$ cat config.mk
export PLATFORM = sky130hd
export DESIGN_NAME = ptm_core
export DESIGN_NICKNAME = d
export VERILOG_FILES = /design/src/core/ptm_pkg.sv /design/src/core/ptm_core.sv
export VERILOG_INCLUDE_DIRS = /design/src /design/src/core
export SDC_FILE = /design/constraint.sdc
export NUM_CORES = 1
export LEC_CHECK = 0
export ABC_AREA = 0
export BUFFER_PORTS_ARGS = -buffer_cell sky130_fd_sc_hd__buf_2
export CORE_MARGIN = 4
export CORE_UTILIZATION = 56
export DETAILED_ROUTE_END_ITERATION = 16
export HOLD_SLACK_MARGIN = 0.1
export PLACE_DENSITY = 0.77
export SETUP_SLACK_MARGIN = 0.05
export SLEW_MARGIN = 10
export SYNTH_ARGS = -nofsm -noshare
export SYNTH_HDL_FRONTEND = slang
export SYNTH_SLANG_ARGS = --single-unit
$ cat constraint.sdc
create_clock -name pclk -period 4.4 [get_ports pclk]
set_input_delay 0.88 -clock pclk [delete_from_list [all_inputs] [get_ports pclk]]
set_output_delay 0.88 -clock pclk [all_outputs]
set_load 0.01 [all_outputs]
$ cat src/core/ptm_regs.svh
// register offsets, field positions, reset values and divider masks
`ifndef PTM_REGS_SVH
`define PTM_REGS_SVH

`define PTM_OFS_CTRL_A 8'h00
`define PTM_OFS_CTRL_B 8'h04
`define PTM_OFS_CNT_LO 8'h08
`define PTM_OFS_CNT_HI 8'h0c
`define PTM_OFS_CMPA_LO 8'h10
`define PTM_OFS_CMPA_HI 8'h14
`define PTM_OFS_CMPP_LO 8'h18
`define PTM_OFS_CMPP_HI 8'h1c
`define PTM_OFS_STATUS 8'h20
`define PTM_OFS_MASK 8'h24

`define PTM_A_PAUSE 7
`define PTM_A_CKSEL_HI 6
`define PTM_A_CKSEL_LO 4
`define PTM_A_ON 3
`define PTM_B_MODE_HI 7
`define PTM_B_MODE_LO 6
`define PTM_B_ACT_HI 5
`define PTM_B_ACT_LO 4
`define PTM_B_OC 3
`define PTM_B_POL 2
`define PTM_B_CAPTS 1
`define PTM_B_CCLR 0

`define PTM_ST_A 0
`define PTM_ST_P 1
`define PTM_ST_OVF 2
`define PTM_ST_W 3

`define PTM_CTRL_A_RST 8'h00
`define PTM_CTRL_A_WMASK 8'hf8
`define PTM_CTRL_B_RST 8'h00
`define PTM_CNT_RST 16'h0000
`define PTM_ST_RST 3'h0
`define PTM_MAX_16 16'hffff
`define PTM_MAX_10 16'h03ff
`define PTM_HI_MASK_16 8'hff
`define PTM_HI_MASK_10 8'h03

`define PTM_DIV_4 6'h03
`define PTM_DIV_16 6'h0f
`define PTM_DIV_64 6'h3f

`endif

$ cat src/core/ptm_pkg.sv
// types shared by the periodic timer core
package ptm_pkg;
	typedef enum logic [1:0] {
		ptm_mode_compare,
		ptm_mode_capture,
		ptm_mode_pwm,
		ptm_mode_timer
	} ptm_mode_t;

	typedef enum logic [2:0] {
		ptm_ck_sys4,
		ptm_ck_high,
		ptm_ck_high16,
		ptm_ck_high64,
		ptm_ck_tbc,
		ptm_ck_undef,
		ptm_ck_pin_rise,
		ptm_ck_pin_fall
	} ptm_clk_sel_t;

	typedef enum logic [1:0] {
		ptm_act_none,
		ptm_act_low,
		ptm_act_high,
		ptm_act_toggle
	} ptm_pin_action_t;
endpackage

$ cat src/core/ptm_core.sv
// periodic timer core with apb register slave and interrupt
// Operation
// [RL1] counter counts up, 16 bits in instance 0, 10 bits in instance 1
// [RL2] comparators A and P compare the counter with their stored values
// [RL3] overflow or selected compare match clears counter and raises a flag
// [RL4] software cannot write the counter; only an on rising edge clears it; code also clears it on overflow and selected compare match
// [RL5] on bit high runs counter; rising edge clears it; low holds value
// [RL6] in compare output mode on rising edge resets pin to initial level
// [RL7] pause freezes the counter; clearing pause resumes from held value
// [RL8] clock select picks sys/4, high, high/16, high/64, timebase, pin edges
// [RL9] code 101 on the 16-bit instance supplies no clock at all
// [RL10] counter readable as byte pair; compare values read/write byte pairs
// [RL11] 10-bit instance high bytes hold only bits 9 and 8
// [RL12] control A: pause bit 7, clock select 6..4, on bit 3, rest zero
// [RL13] control A resets to zero: off, running, clock code 000
// [RL14] mode field: compare output, capture, pwm/single pulse, timer
// [RL15] clear select 0: P match or overflow; 1: A match only; code also clears on overflow, and pwm mode ignores the bit
// [RL16] external pin edges are synchronised and counted one per edge
// [RL17] paused or off, clock enables are ignored: no counts or events
`timescale 1ns/1ps
`include "ptm_regs.svh"

module ptm_core #(
	parameter bit INST = 1'b0
) (
	input wire logic pclk,
	input wire logic presetn,
	input wire logic psel,
	input wire logic penable,
	input wire logic pwrite,
	input wire logic [7:0] paddr,
	input wire logic [31:0] pwdata,
	output logic [31:0] prdata,
	output logic pready,
	output logic pslverr,
	input wire logic timebase_tick,
	input wire logic external_clock_pin,
	output logic timer_out,
	output logic timer_out_en,
	output logic irq
);
	import ptm_pkg::*;

	logic [7:0] timer_control_a;
	logic [7:0] timer_control_b;
	logic [15:0] counter;
	logic [15:0] compare_a_value;
	logic [15:0] compare_p_value;
	logic [`PTM_ST_W-1:0] status;
	logic [`PTM_ST_W-1:0] mask;
	logic [5:0] prescale;
	logic [2:0] pin_sync;
	logic on_prev;
	logic out_level;

	logic pause_bit;
	logic on_control_bit;
	ptm_clk_sel_t clock_select_field;
	ptm_mode_t mode_field;
	ptm_pin_action_t pin_action;
	logic output_control_bit;
	logic output_invert_bit;
	logic counter_clear_select;
	logic [15:0] cnt_max;
	logic [7:0] hi_mask;
	logic setup;
	logic wr_en;
	logic unmapped;
	logic src_tick;
	logic run;
	logic tick;
	logic on_rise;
	logic a_hit;
	logic p_hit;
	logic ovf;
	logic clr;
	logic p_flag;
	logic [`PTM_ST_W-1:0] events;
	logic [31:0] next_prdata;

	assign pause_bit = timer_control_a[`PTM_A_PAUSE];
	assign on_control_bit = timer_control_a[`PTM_A_ON];
	assign clock_select_field = ptm_clk_sel_t'(
		timer_control_a[`PTM_A_CKSEL_HI:`PTM_A_CKSEL_LO]);
	assign mode_field = ptm_mode_t'(
		timer_control_b[`PTM_B_MODE_HI:`PTM_B_MODE_LO]);
	assign pin_action = ptm_pin_action_t'(
		timer_control_b[`PTM_B_ACT_HI:`PTM_B_ACT_LO]);
	assign output_control_bit = timer_control_b[`PTM_B_OC];
	assign output_invert_bit = timer_control_b[`PTM_B_POL];
	assign counter_clear_select = timer_control_b[`PTM_B_CCLR];
	assign cnt_max = INST ? `PTM_MAX_10 : `PTM_MAX_16; // [RL1]
	assign hi_mask = INST ? `PTM_HI_MASK_10 : `PTM_HI_MASK_16; // [RL11]

	// apb: one wait-free access phase, pready raised from the setup cycle
	assign setup = psel && !penable;
	assign wr_en = psel && penable && pwrite && pready;
	always_comb begin
		unmapped = 1'b0;
		next_prdata = 32'h0000_0000;
		unique case (paddr)
			`PTM_OFS_CTRL_A: next_prdata[7:0] =
				timer_control_a & `PTM_CTRL_A_WMASK; // [RL12]
			`PTM_OFS_CTRL_B: next_prdata[7:0] = timer_control_b;
			`PTM_OFS_CNT_LO: next_prdata[7:0] = counter[7:0]; // [RL10]
			`PTM_OFS_CNT_HI: next_prdata[7:0] = counter[15:8] & hi_mask;
			`PTM_OFS_CMPA_LO: next_prdata[7:0] = compare_a_value[7:0];
			`PTM_OFS_CMPA_HI: next_prdata[7:0] =
				compare_a_value[15:8] & hi_mask; // [RL11]
			`PTM_OFS_CMPP_LO: next_prdata[7:0] = compare_p_value[7:0];
			`PTM_OFS_CMPP_HI: next_prdata[7:0] =
				compare_p_value[15:8] & hi_mask;
			`PTM_OFS_STATUS: next_prdata[`PTM_ST_W-1:0] = status;
			`PTM_OFS_MASK: next_prdata[`PTM_ST_W-1:0] = mask;
			default: unmapped = 1'b1;
		endcase
	end

	always_ff @(posedge pclk or negedge presetn) begin
		if (!presetn) begin
			pready <= 1'b0;
			pslverr <= 1'b0;
			prdata <= 32'h0000_0000;
		end else begin
			pready <= setup;
			pslverr <= setup && unmapped;
			// read data sampled at setup; counter may move by the access edge
			if (setup && !pwrite) begin
				prdata <= unmapped ? 32'h0000_0000 : next_prdata;
			end
		end
	end

	// control and compare registers; counter has no write path [RL4]
	always_ff @(posedge pclk or negedge presetn) begin
		if (!presetn) begin
			timer_control_a <= `PTM_CTRL_A_RST; // [RL13]
			timer_control_b <= `PTM_CTRL_B_RST;
			compare_a_value <= `PTM_CNT_RST;
			compare_p_value <= `PTM_CNT_RST;
			mask <= `PTM_ST_RST;
		end else if (wr_en) begin
			unique case (paddr)
				`PTM_OFS_CTRL_A: timer_control_a <=
					pwdata[7:0] & `PTM_CTRL_A_WMASK; // [RL12]
				`PTM_OFS_CTRL_B: timer_control_b <= pwdata[7:0]; // [RL14]
				`PTM_OFS_CMPA_LO: compare_a_value[7:0] <= pwdata[7:0];
				`PTM_OFS_CMPA_HI: compare_a_value[15:8] <=
					pwdata[7:0] & hi_mask; // [RL11]
				`PTM_OFS_CMPP_LO: compare_p_value[7:0] <= pwdata[7:0];
				`PTM_OFS_CMPP_HI: compare_p_value[15:8] <=
					pwdata[7:0] & hi_mask;
				`PTM_OFS_MASK: mask <= pwdata[`PTM_ST_W-1:0];
				default: ;
			endcase
		end
	end

	// prescaler; high clock taken as pclk itself
	always_ff @(posedge pclk or negedge presetn) begin
		if (!presetn) begin
			prescale <= 6'h00;
		end else begin
			prescale <= prescale + 6'h01;
		end
	end

	// pin_sync[0] feeds only pin_sync[1]; edges seen on [2:1] [RL16]
	always_ff @(posedge pclk or negedge presetn) begin
		if (!presetn) begin
			pin_sync <= 3'h0;
		end else begin
			pin_sync <= {pin_sync[1:0], external_clock_pin};
		end
	end

	always_comb begin
		unique case (clock_select_field) // [RL8]
			ptm_ck_sys4: src_tick =
				(prescale & `PTM_DIV_4) == `PTM_DIV_4;
			ptm_ck_high: src_tick = 1'b1;
			ptm_ck_high16: src_tick =
				(prescale & `PTM_DIV_16) == `PTM_DIV_16;
			ptm_ck_high64: src_tick = prescale == `PTM_DIV_64;
			ptm_ck_tbc: src_tick = timebase_tick;
			ptm_ck_undef: src_tick = INST; // [RL9]
			ptm_ck_pin_rise: src_tick = pin_sync[1] && !pin_sync[2]; // [RL16]
			ptm_ck_pin_fall: src_tick = !pin_sync[1] && pin_sync[2];
		endcase
	end

	assign run = on_control_bit && !pause_bit; // [RL7]
	assign tick = run && src_tick; // [RL17]
	assign on_rise = on_control_bit && !on_prev; // [RL5]
	// a zero compare value never matches; zero P lets the counter overflow
	assign a_hit = tick && (compare_a_value != `PTM_CNT_RST)
		&& (counter == compare_a_value); // [RL2]
	assign p_hit = tick && (compare_p_value != `PTM_CNT_RST)
		&& (counter == compare_p_value); // [RL2]
	assign ovf = tick && (counter == cnt_max);
	always_comb begin
		if (mode_field == ptm_mode_pwm) begin
			clr = ovf || p_hit;
		end else begin
			clr = ovf || (counter_clear_select ? a_hit : p_hit); // [RL15]
		end
	end
	assign p_flag = (mode_field == ptm_mode_pwm) || !counter_clear_select;
	assign events[`PTM_ST_A] = a_hit;
	assign events[`PTM_ST_P] = p_flag && (p_hit
		|| (ovf && compare_p_value == `PTM_CNT_RST)); // [RL15]
	assign events[`PTM_ST_OVF] = ovf;

	always_ff @(posedge pclk or negedge presetn) begin
		if (!presetn) begin
			on_prev <= 1'b0;
		end else begin
			on_prev <= on_control_bit;
		end
	end

	always_ff @(posedge pclk or negedge presetn) begin
		if (!presetn) begin
			counter <= `PTM_CNT_RST;
		end else if (on_rise) begin
			counter <= `PTM_CNT_RST; // [RL5] [RL4]
		end else if (tick) begin
			counter <= clr ? `PTM_CNT_RST
				: ((counter + 16'h0001) & cnt_max); // [RL1] [RL3]
		end
	end

	// sticky status, write one to clear; a new event wins over the clear
	always_ff @(posedge pclk or negedge presetn) begin
		if (!presetn) begin
			status <= `PTM_ST_RST;
		end else if (wr_en && paddr == `PTM_OFS_STATUS) begin
			status <= (status & ~pwdata[`PTM_ST_W-1:0]) | events; // [RL3]
		end else begin
			status <= status | events; // [RL3]
		end
	end

	always_ff @(posedge pclk or negedge presetn) begin
		if (!presetn) begin
			irq <= 1'b0;
		end else begin
			irq <= |(status & mask);
		end
	end

	// compare output level; single pulse treated like pwm output here
	always_ff @(posedge pclk or negedge presetn) begin
		if (!presetn) begin
			out_level <= 1'b0;
		end else if (mode_field == ptm_mode_pwm) begin
			unique case (pin_action)
				ptm_act_none: out_level <= !output_control_bit;
				ptm_act_low: out_level <= output_control_bit;
				default: out_level <= (counter < compare_a_value)
					? output_control_bit : !output_control_bit;
			endcase
		end else if (on_rise) begin
			out_level <= output_control_bit; // [RL6]
		end else if (a_hit) begin
			unique case (pin_action)
				ptm_act_none: out_level <= out_level;
				ptm_act_low: out_level <= 1'b0;
				ptm_act_high: out_level <= 1'b1;
				ptm_act_toggle: out_level <= !out_level;
			endcase
		end
	end

	// pin is released in timer and capture modes so it can serve as plain io
	// pin level registered so it never glitches; one cycle behind out_level
	always_ff @(posedge pclk or negedge presetn) begin
		if (!presetn) begin
			timer_out <= 1'b0;
			timer_out_en <= 1'b0;
		end else begin
			timer_out <= out_level ^ output_invert_bit;
			timer_out_en <= (mode_field == ptm_mode_compare)
				|| (mode_field == ptm_mode_pwm); // [RL14]
		end
	end
endmodule // ptm_core

* Word-level counts from Yosys, hierarchy flattened
Cells that the tools add are included.
** Storage, ports and cells
- Register bits :: 115
- Bits of input ports :: 47
- Logic and storage cells :: 124
** Cells by class
- Add/sub/neg operators :: 2
- Order comparisons :: 1
- Equal/unequal tests :: 27
- Multiplexer cells :: 17
- Bitwise logic cells :: 6
- Reduce and logical (&&, ||, !) cells :: 52
** Operators with widths (number)
- 16-bit two-way mux :: 3
- 5-bit one-hot mux with 8 select lines :: 1
- 16-bit equality test :: 2
- 8-bit by 5-bit equality test with 1-bit output (second input constant) :: 4
- 16-bit nonzero test :: 2
- 3-bit one-hot mux with 9 select lines :: 1
- 1-bit logical AND :: 19
- 16-bit by 1-bit adder with 16-bit output (second input constant) :: 1
- 16-bit equality test (second input constant) :: 1
- 8-bit by 4-bit equality test with 1-bit output (second input constant) :: 2
- 8-bit by 6-bit equality test with 1-bit output (second input constant) :: 2
- 16-bit logical NOT :: 1
- 16-bit < comparator :: 1
- 2-bit AND reduction :: 8
- 3-bit equality test (second input constant) :: 4
- 10-bit OR reduction :: 1
- 1-bit logical NOT :: 9
- 2-bit equality test (second input constant) :: 4
- 8-bit by 3-bit equality test with 1-bit output (second input constant) :: 1
- 8-bit logical NOT :: 1
- 8-bit two-way mux :: 1
- 1-bit one-hot mux with 8 select lines :: 1
- 1-bit two-way mux :: 7
- 6-bit by 1-bit adder with 6-bit output (second input constant) :: 1
- 19 further kinds :: 27

* Logic depth before layout (Yosys ltp)
Gate-level depths: netlist of run 1.
- Depth after elaboration :: 12
- Depth in mapped cells :: 9
- Depth with buffers taken out :: 8

* Least setup slack after synthesis of run 1
Ideal clock, no wire load.
- Path type :: input-to-reg
- From :: input port paddr[4]
- To :: register timer_control_a[3]
- Library setup time :: 0.125 ns
- Data arrival time :: 2.340 ns
- Data required time :: 4.275 ns
- Path slack :: 1.935 ns
- Cell stages on the path :: 5
- Buffers on the path :: 2
- Path through :: buf_2 nor4_1 nor2b_1 clkbuf_1 mux2_2
** Between the ends
- Cells in the longest elaborated chain, start to end :: 2
** Ends and longest elaborated chain
- start, declared :: line ptm_core.sv:31 : input wire logic [7:0] paddr,
- 8-bit logical NOT :: line ptm_core.sv:143 : unique case (paddr)
- 2-bit AND reduction (no source line)
- end signal, assigned :: line ptm_core.sv:137 : timer_control_a <= `PTM_CTRL_A_RST;
- end signal, assigned :: line ptm_core.sv:144 : `PTM_OFS_CTRL_A: timer_control_a <=
- end, declared :: line ptm_core.sv:44 : logic [7:0] timer_control_a;
Every way passes these cells.
A chain may end at the register's enable or synchronous reset.

* Worst setup path in the final report of run 1
- From :: input port paddr[4]
- To :: register timer_control_a[5]
The elaborated chain is that of the path after synthesis.

==> results of run 1 <==
-- through the flow --
stage / total power, mW / utilization (%)
finish: 1.51 / 61.7
global route: 1.58 / 61.7
CTS: 1.52 / 61.7
detailed placement: 0.963 / 59.6
global placement: 0.961 / 59.6
floorplan: 0.927 / -
-- cell type report --
class | instances | area [um^2] | share of cell area, %
multi-input combinational | 401 | 2790 | 48.7
sequential | 91 | 2280 | 39.7
timing repair buffer | 39 | 208 | 3.63
tap | 129 | 161 | 2.82
clock buffer | 9 | 124 | 2.16
inverter | 25 | 93.8 | 1.64
clock inverter | 7 | 73.8 | 1.29
-- cells by family after synthesis --
kind of cell / after synthesis / synth area share, %
AOI/OAI and AO/OA: 100 / 12.8
xor gates and xnor gates: 21 / 3.42
adders and majority gates: 18 / 4.19
buffers and inverters: 75 / 7.24
DFF: 91 / 42.4
muxes: 56 / 11.7
other: 1 / 0.0698
and+or+nand+nor: 182 / 18.2
-- path summary, 6_finish.rpt --
kind	from	to	slack, ns	cells after the start
min	pin_sync[0]$_DFF_PN0_	pin_sync[1]$_DFF_PN0_	0.37	0
max	paddr[4]	timer_control_a[5]$_DFFE_PN0P_	1.64	4
min reg2reg	pin_sync[0]$_DFF_PN0_	pin_sync[1]$_DFF_PN0_	0.37	0
max reg2reg	counter[7]$_DFFE_PN0P_	counter[12]$_DFFE_PN0P_	1.70	7
min in group asynchronous	presetn	pslverr$_DFF_PN0_	0.63	1
max in group asynchronous	presetn	compare_p_value[9]$_DFFE_PN0P_	2.94	2
-- worst register-to-register path, delay by kind of cell, from the launching register on --
kind | cells | cell delay (ns)
AO/OA/AOI/OAI | 2 | 1.04
adder cells (fa/ha/maj) | 1 | 0.34
flip-flops | 1 | 0.62
AND/OR/NAND/NOR | 4 | 0.59
-- flip-flops by register name, summed over array words and instances, names as in the netlist --
register and cells:
compare_a_value 16, compare_p_value 16, counter 16, prdata 8, timer_control_b 8, prescale 6, timer_control_a 5, mask 3
pin_sync 3, status 3, irq 1, on_prev 1, out_level 1, pready 1, pslverr 1, timer_out 1
timer_out_en 1
-- power by group through the flow --
stage | Clock [mW] | Combinational (mW) | Sequential [mW]
after floorplan | 0 | 0.0638 | 0.863
after global placement | 0 | 0.0970 | 0.864
after detailed placement | 0 | 0.0989 | 0.864
after CTS | 0.572 | 0.0990 | 0.847
after global routing | 0.619 | 0.110 | 0.849
final | 0.566 | 0.0993 | 0.848
-- metal layers --
layer / vias to the layer above / GRT usage, % / routed length, um / part of all wire (%)
met5: - / 0 / 0 / 0
met4: 0 / 9.62 / 314 / 2.3
met3: 26 / 3.95 / 799 / 5.9
met2: 152 / 40.1 / 6480 / 48
met1: 2120 / 33.8 / 5850 / 44
li1: 1991 / - / - / -
-- cells in the final DEF, fill, tap and decap left out, types with 3 or more instances in the layout --
cell type  Yosys  final
a21o_1         4      4
a21oi_1       15     15
a221o_1        3      3
a221oi_1      10     10
a22oi_1        5      5
a31oi_1        9      9
and2_1         3      3
and3_1         6      6
and4_1         3      3
buf_2          8     34
buf_4         26      5
clkbuf_8       0      9
conb_1         1     24
dfrtp_1       91     91
ha_1          18     18
inv_1         25     25
mux2_2        45     45
mux2i_1       10     10
nand2_1       61     61
nand2b_1       5      5
nand3_1       19     19
nand3b_1       3      3
nand4_1       18     18
nor2_1        13     13
nor2b_1       12     12
nor3_1        12     12
nor4_1        12     12
o211ai_1       3      3
o21ai_0       29     29
o311ai_1       5      5
or3_1          3      3
xnor2_1        4      4
xor2_1        17     17
==> metrics.md, run 1 <==
| Metric | Value |
|---|---|
| P_int | `1.09 mW` |
| Placed Area | `5530 um^2` |
| Critical path arrival | `3.02 ns` |
| Post-synth top area share | `42.4%` |
| Sum of negative setup slack | `0 ns` |
| Skew-Pair Late Insertion Delay | `0.37 ns` |
| Placed cells | `685` |
| Num CTS Buffers | `9` |
| Longest Clk Path Bufs | `2` |
| Fillers | `800` |
| Sw Ratio | `27.8%` |
| Worst VDD drop | `0.197 mV` |
| I/O Buffers | `35` |
| Synth area leaders | `dfrtp_1, mux2_2, nand2_1, ha_1, buf_4` |
| First-pass GRT wire length | `21800 um` |
| Fmax | `0.362 GHz` |
| Die height | `106 um` |
| Reg power frac | `56.0%` |
| Worst Tran Pin Value | `0.981 ns` |
| Post-cts sizing count | `0` |
| Mean post-synth cell area | `9.87 um^2` |
| CP required | `4.66 ns` |
| Post-DR vias/cell | `6.12` |
| Num rows | `35` |
| Clk sinks | `91` |
| EDFF count, synth | `0` |
| CTS tree | `yes` |
| Setup CP Type | `in2reg` |
| Diode count | `0` |
| Post-synth top area cell | `dfrtp_1` |
| Largest stage delay, worst path | `0.89 ns` |
| Fin area | `5730 um^2` |
| Final std cells w/o fill | `701` |
| Post-CTS Setup Bufs | `0` |
| DRC errors left | `0` |
| Root Buffer | `clkbuf_8` |
| Layout cell share with drive strength beyond 1 | `18.9%` |
| Cell Pwr Density | `264 nW/um^2` |
| P&R area growth vs syn | `6.66%` |
| Die W | `106 um` |
| Tcrit/Tclk final | `62.8%` |
| Tmin final | `2.76 ns` |
| Hold slack | `0.369 ns` |
| Buffers & Inverters on Critical Path | `1` |
| Core Footprint | `9280 um^2` |
| Status | `completed` |
| CP startpoint kind | `input pin` |
| Clock power frac | `37.4%` |
| Fin. Hold Viols | `0` |
| Top delay family on crit path | `simple AND/OR/NAND/NOR gates` |
| Initial antenna violation count | `0` |
| Main synth FF type | `dfrtp_1` |
| Vias in the first global route | `4134` |
| Hpwl dp | `9940 um` |
| Fraction of registers with async set/reset | `100%` |
| Drt initial violations | `283` |
| Post-Syn Area | `5370 um^2` |
| Synth cell count leaders | `dfrtp_1, nand2_1, mux2_2` |
| Synthesized instance count | `544` |
| H-Tree Depth | `3` |
| Largest net degree at the start of global routing | `70` |
| Register area share after synthesis | `42.4%` |
| Hold crit path type | `reg2reg` |
| Setup ws final | `1.64 ns` |
| Most common cell in the netlist | `dfrtp_1` |
| Synth Register Bits | `91` |
| Slowest-stage cell, CP | `nor4_1` |
| Final Skew | `0.0179 ns` |
| Critical-path cell list | `buf_2 > nor4_1 > nor2b_1 > mux2_2` |
| Pins Over Slew Limit | `0` |
| Yosys warnings | `0` |
| Endpoints failing setup | `0` |
| Tot GR Track Use | `24.8%` |
| RSZ-0062 raised after global routing | `no` |
| Detailed Route WL | `13400 um` |
| Crit. End Element | `flop` |
| RD Place Congestion | `0.906` |
| CTS Hold Bufs | `0` |
| Clock-pin slew on the worst setup and hold paths | `0.10 ns` |
| I/O pins | `84` |
| Routed Antenna Nets | `0` |
| Comb pwr share | `6.6%` |
| Pre-CTS WS | `1.32 ns` |
| Post-synthesis cell type count | `58` |
| Die area | `11200 um^2` |
| Max FO, Critical Path | `18` |
| Via count | `4289` |
| Final nets | `632` |
| Drt first pass iters | `5` |
| Max cap viols | `0` |
| Initial Utilization | `57.9%` |
| Total gr overflow | `0` |
| Max-slew headroom | `34.0%` |
| WL per Instance | `19.2 um` |
| Psw | `420 uW` |
| Leakage | `2.76 nW` |
(Power assumes the default switching activity.)
==> run 2, diff against run 1 <==
==> constraint.sdc (replaced) <==
create_clock -name pclk -period 2.7 [get_ports pclk]
set_input_delay 0.54 -clock pclk [delete_from_list [all_inputs] [get_ports pclk]]
set_output_delay 0.54 -clock pclk [all_outputs]
set_load 0.01 [all_outputs]
==> metrics.md, run 2 (same netlist as run 1, synthesis figures left out) <==
| Metric | Value |
|---|---|
| Status | `completed` |
| Endpoints failing setup | `0 (unchanged)` |
| RD Place Congestion | `0.980 (+8.2%)` |
| Multi-input logic area | `2790 um^2 (unchanged)` |
| Critical path arrival | `2.64 ns (-0.38 ns)` |
| Tot GR Track Use | `25.6% (+0.77 points)` |
| P&R area growth vs syn | `9.60%` |
| Commonest non-fill, non-tap cells in the layout | `dfrtp_1, nand2_1, mux2_2` |
| Pins Over Slew Limit | `0 (unchanged)` |
| Core Footprint | `9280 um^2 (unchanged)` |
| Post-DR vias/cell | `6.20 (+1.3%)` |
| H-Tree Depth | `3 (unchanged)` |
| Die area | `11200 um^2 (unchanged)` |
| Sw Ratio | `27.9% (+0.12 points)` |
| Max cap viols | `0 (unchanged)` |
| Final nets | `651 (+3.0%)` |
| CTS tree | `yes` |
| Post-CTS Setup Bufs | `0 (unchanged)` |
| Max FO, Critical Path | `12 (-6)` |
| WL per Instance | `19.1 um (-0.27%)` |
| Max-slew headroom | `57.2% (+23 points)` |
| Root Buffer | `clkbuf_8` |
| Hpwl dp | `10100 um (+1.8%)` |
| Clock power frac | `37.5% (about the same)` |
| Psw | `692 uW (+65%)` |
| Fin. Hold Viols | `0 (unchanged)` |
| Layout cell share with drive strength beyond 1 | `21.5% (+2.6 points)` |
| Most common cell after layout, fill and taps aside | `dfrtp_1` |
| Sum of negative setup slack | `0 ns (unchanged)` |
| Via count | `4463 (+4.1%)` |
| Reg2reg start | `prescale[0]$_DFF_PN0_` |
| Worst VDD drop | `0.417 mV (+110%)` |
| Biggest regs | `compare_a_value: 16 flops, compare_p_value: 16 flops, counter: 16 flops` |
| P_int | `1.79 mW (+64%)` |
| Num rows | `35 (unchanged)` |
| Worst R2R Setup Slack | `0.33 ns (-1.37 ns)` |
| Comb pwr share | `6.9% (+0.3 points)` |
| Setup CP Type | `reg2reg` |
| Die height | `106 um (unchanged)` |
| Crit. End Element | `flop` |
| Detailed Route WL | `13800 um (+2.4%)` |
| Diode count | `0 (unchanged)` |
| Tmin final | `2.37 ns` |
| DRC errors left | `0 (unchanged)` |
| Worst Tran Pin Value | `0.637 ns (-0.344 ns)` |
| Overall Power | `2.48 mW (+64%)` |
| Initial Utilization | `57.9% (unchanged)` |
| RSZ-0062 raised after global routing | `no` |
| Num CTS Buffers | `9 (unchanged)` |
| Leakage | `2.86 nW (+3.8%)` |
| Largest net degree at the start of global routing | `92 (+31%)` |
| Skew-Pair Late Insertion Delay | `0.38 ns (about the same)` |
| Reg power frac | `55.6% (-0.4 points)` |
| Cell Pwr Density | `422 nW/um^2 (+60%)` |
| Fmax | `0.422 GHz` |
| Die W | `106 um (unchanged)` |
| Vias in the first global route | `4259 (+3.0%)` |
| I/O Buffers | `35 (unchanged)` |
| Final Skew | `0.0221 ns (+0.00415 ns)` |
| Register Area | `2280 um^2 (unchanged)` |
| FF-to-FF End | `counter[10]$_DFFE_PN0P_` |
| Clk sinks | `91 (unchanged)` |
| Tcrit/Tclk final | `87.7%` |
| Routed Antenna Nets | `0 (unchanged)` |
| CP startpoint kind | `flop` |
| Longest Clk Path Bufs | `2 (unchanged)` |
| Drt first pass iters | `8 (+3)` |
| Fillers | `759 (-5.1%)` |
| Hold crit path type | `in2async` |
| Reg2Reg Depth | `8 (+1)` |
| I/O pins | `84 (unchanged)` |
| CP required | `2.97 ns (-1.69 ns)` |
| Initial antenna violation count | `0 (unchanged)` |
| Clock-pin slew on the worst setup and hold paths | `0.11 ns (about the same)` |
| First-pass GRT wire length | `22600 um (+4.0%)` |
| Total gr overflow | `0 (unchanged)` |
| Drt initial violations | `408 (+44%)` |
[run 2: worst max-delay path, stage by stage, from the launching register on]
cell	delay, ns
dfrtp_1	0.39
ha_1	0.22
nand3_1	0.14
a221oi_1	0.38
o2111ai_2	0.30
nor3b_4	0.31
buf_4	0.23
nand3b_1	0.09
a31oi_1	0.22
[run 2: layout make-up]
class | count | area share, %
inverters | 25 | 1.59
clock buffers | 9 | 2.10
clock inverters | 7 | 1.30
repair buffers | 58 | 6.16
flip-flops and latches | 91 | 38.7
multi-input cells | 401 | 47.4
well taps | 129 | 2.74
[run 2: what timing repair did]
action / in CTS / in global routing
setup endpoints to repair: 0 / 1
hold buffers: 0 / 0
gates resized for setup: 0 / 1
[run 2: metal layers]
metal | GRT usage (%) | vias to the layer above | routed length, um
met5 | 0 | - | 0
met4 | 7.59 | 0 | 318
met3 | 4.55 | 29 | 958
met2 | 40.9 | 214 | 6490
met1 | 35.9 | 2201 | 6010
li1 | - | 2019 | -
[run 2: power groups by stage]
stage | Sequential [mW] | Clock [mW] | Combinational [mW]
final | 1.38 | 0.930 | 0.171
after global routing | 1.38 | 1.02 | 0.189
after CTS | 1.38 | 0.940 | 0.169
after detailed placement | 1.41 | 0 | 0.169
after global placement | 1.41 | 0 | 0.167
after floorplan | 1.41 | 0 | 0.104
[run 2: metrics by stage]
stage	setup WS, ns	cell area (um^2)	std cells	hold slack (ns)	utilization [%]
final	0.332	5890	720	0.214	63.4
after global routing	0.125	5890	720	0.236	63.4
after CTS	0.229	5890	720	0.216	63.4
after detailed placement	0.268	5690	704	0.339	61.3
after global placement	0.357	5690	704	0.345	61.3
after floorplan	0.575	5460	567	0.244	-
[run 2: how the worst max path moves through the flow]
stage | from | to | slack, ns | cells after the start
after global placement | prescale[0]$_DFF_PN0_ | counter[3]$_DFFE_PN0P_ | 0.36 | 7
after CTS | prescale[0]$_DFF_PN0_ | counter[3]$_DFFE_PN0P_ | 0.23 | 7
after detailed placement | prescale[0]$_DFF_PN0_ | counter[3]$_DFFE_PN0P_ | 0.27 | 7
after floorplan | paddr[4] | timer_control_a[3]$_DFFE_PN0P_ | 0.58 | 5
after global routing | prescale[0]$_DFF_PN0_ | counter[14]$_DFFE_PN0P_ | 0.13 | 7
final | prescale[0]$_DFF_PN0_ | counter[10]$_DFFE_PN0P_ | 0.33 | 8
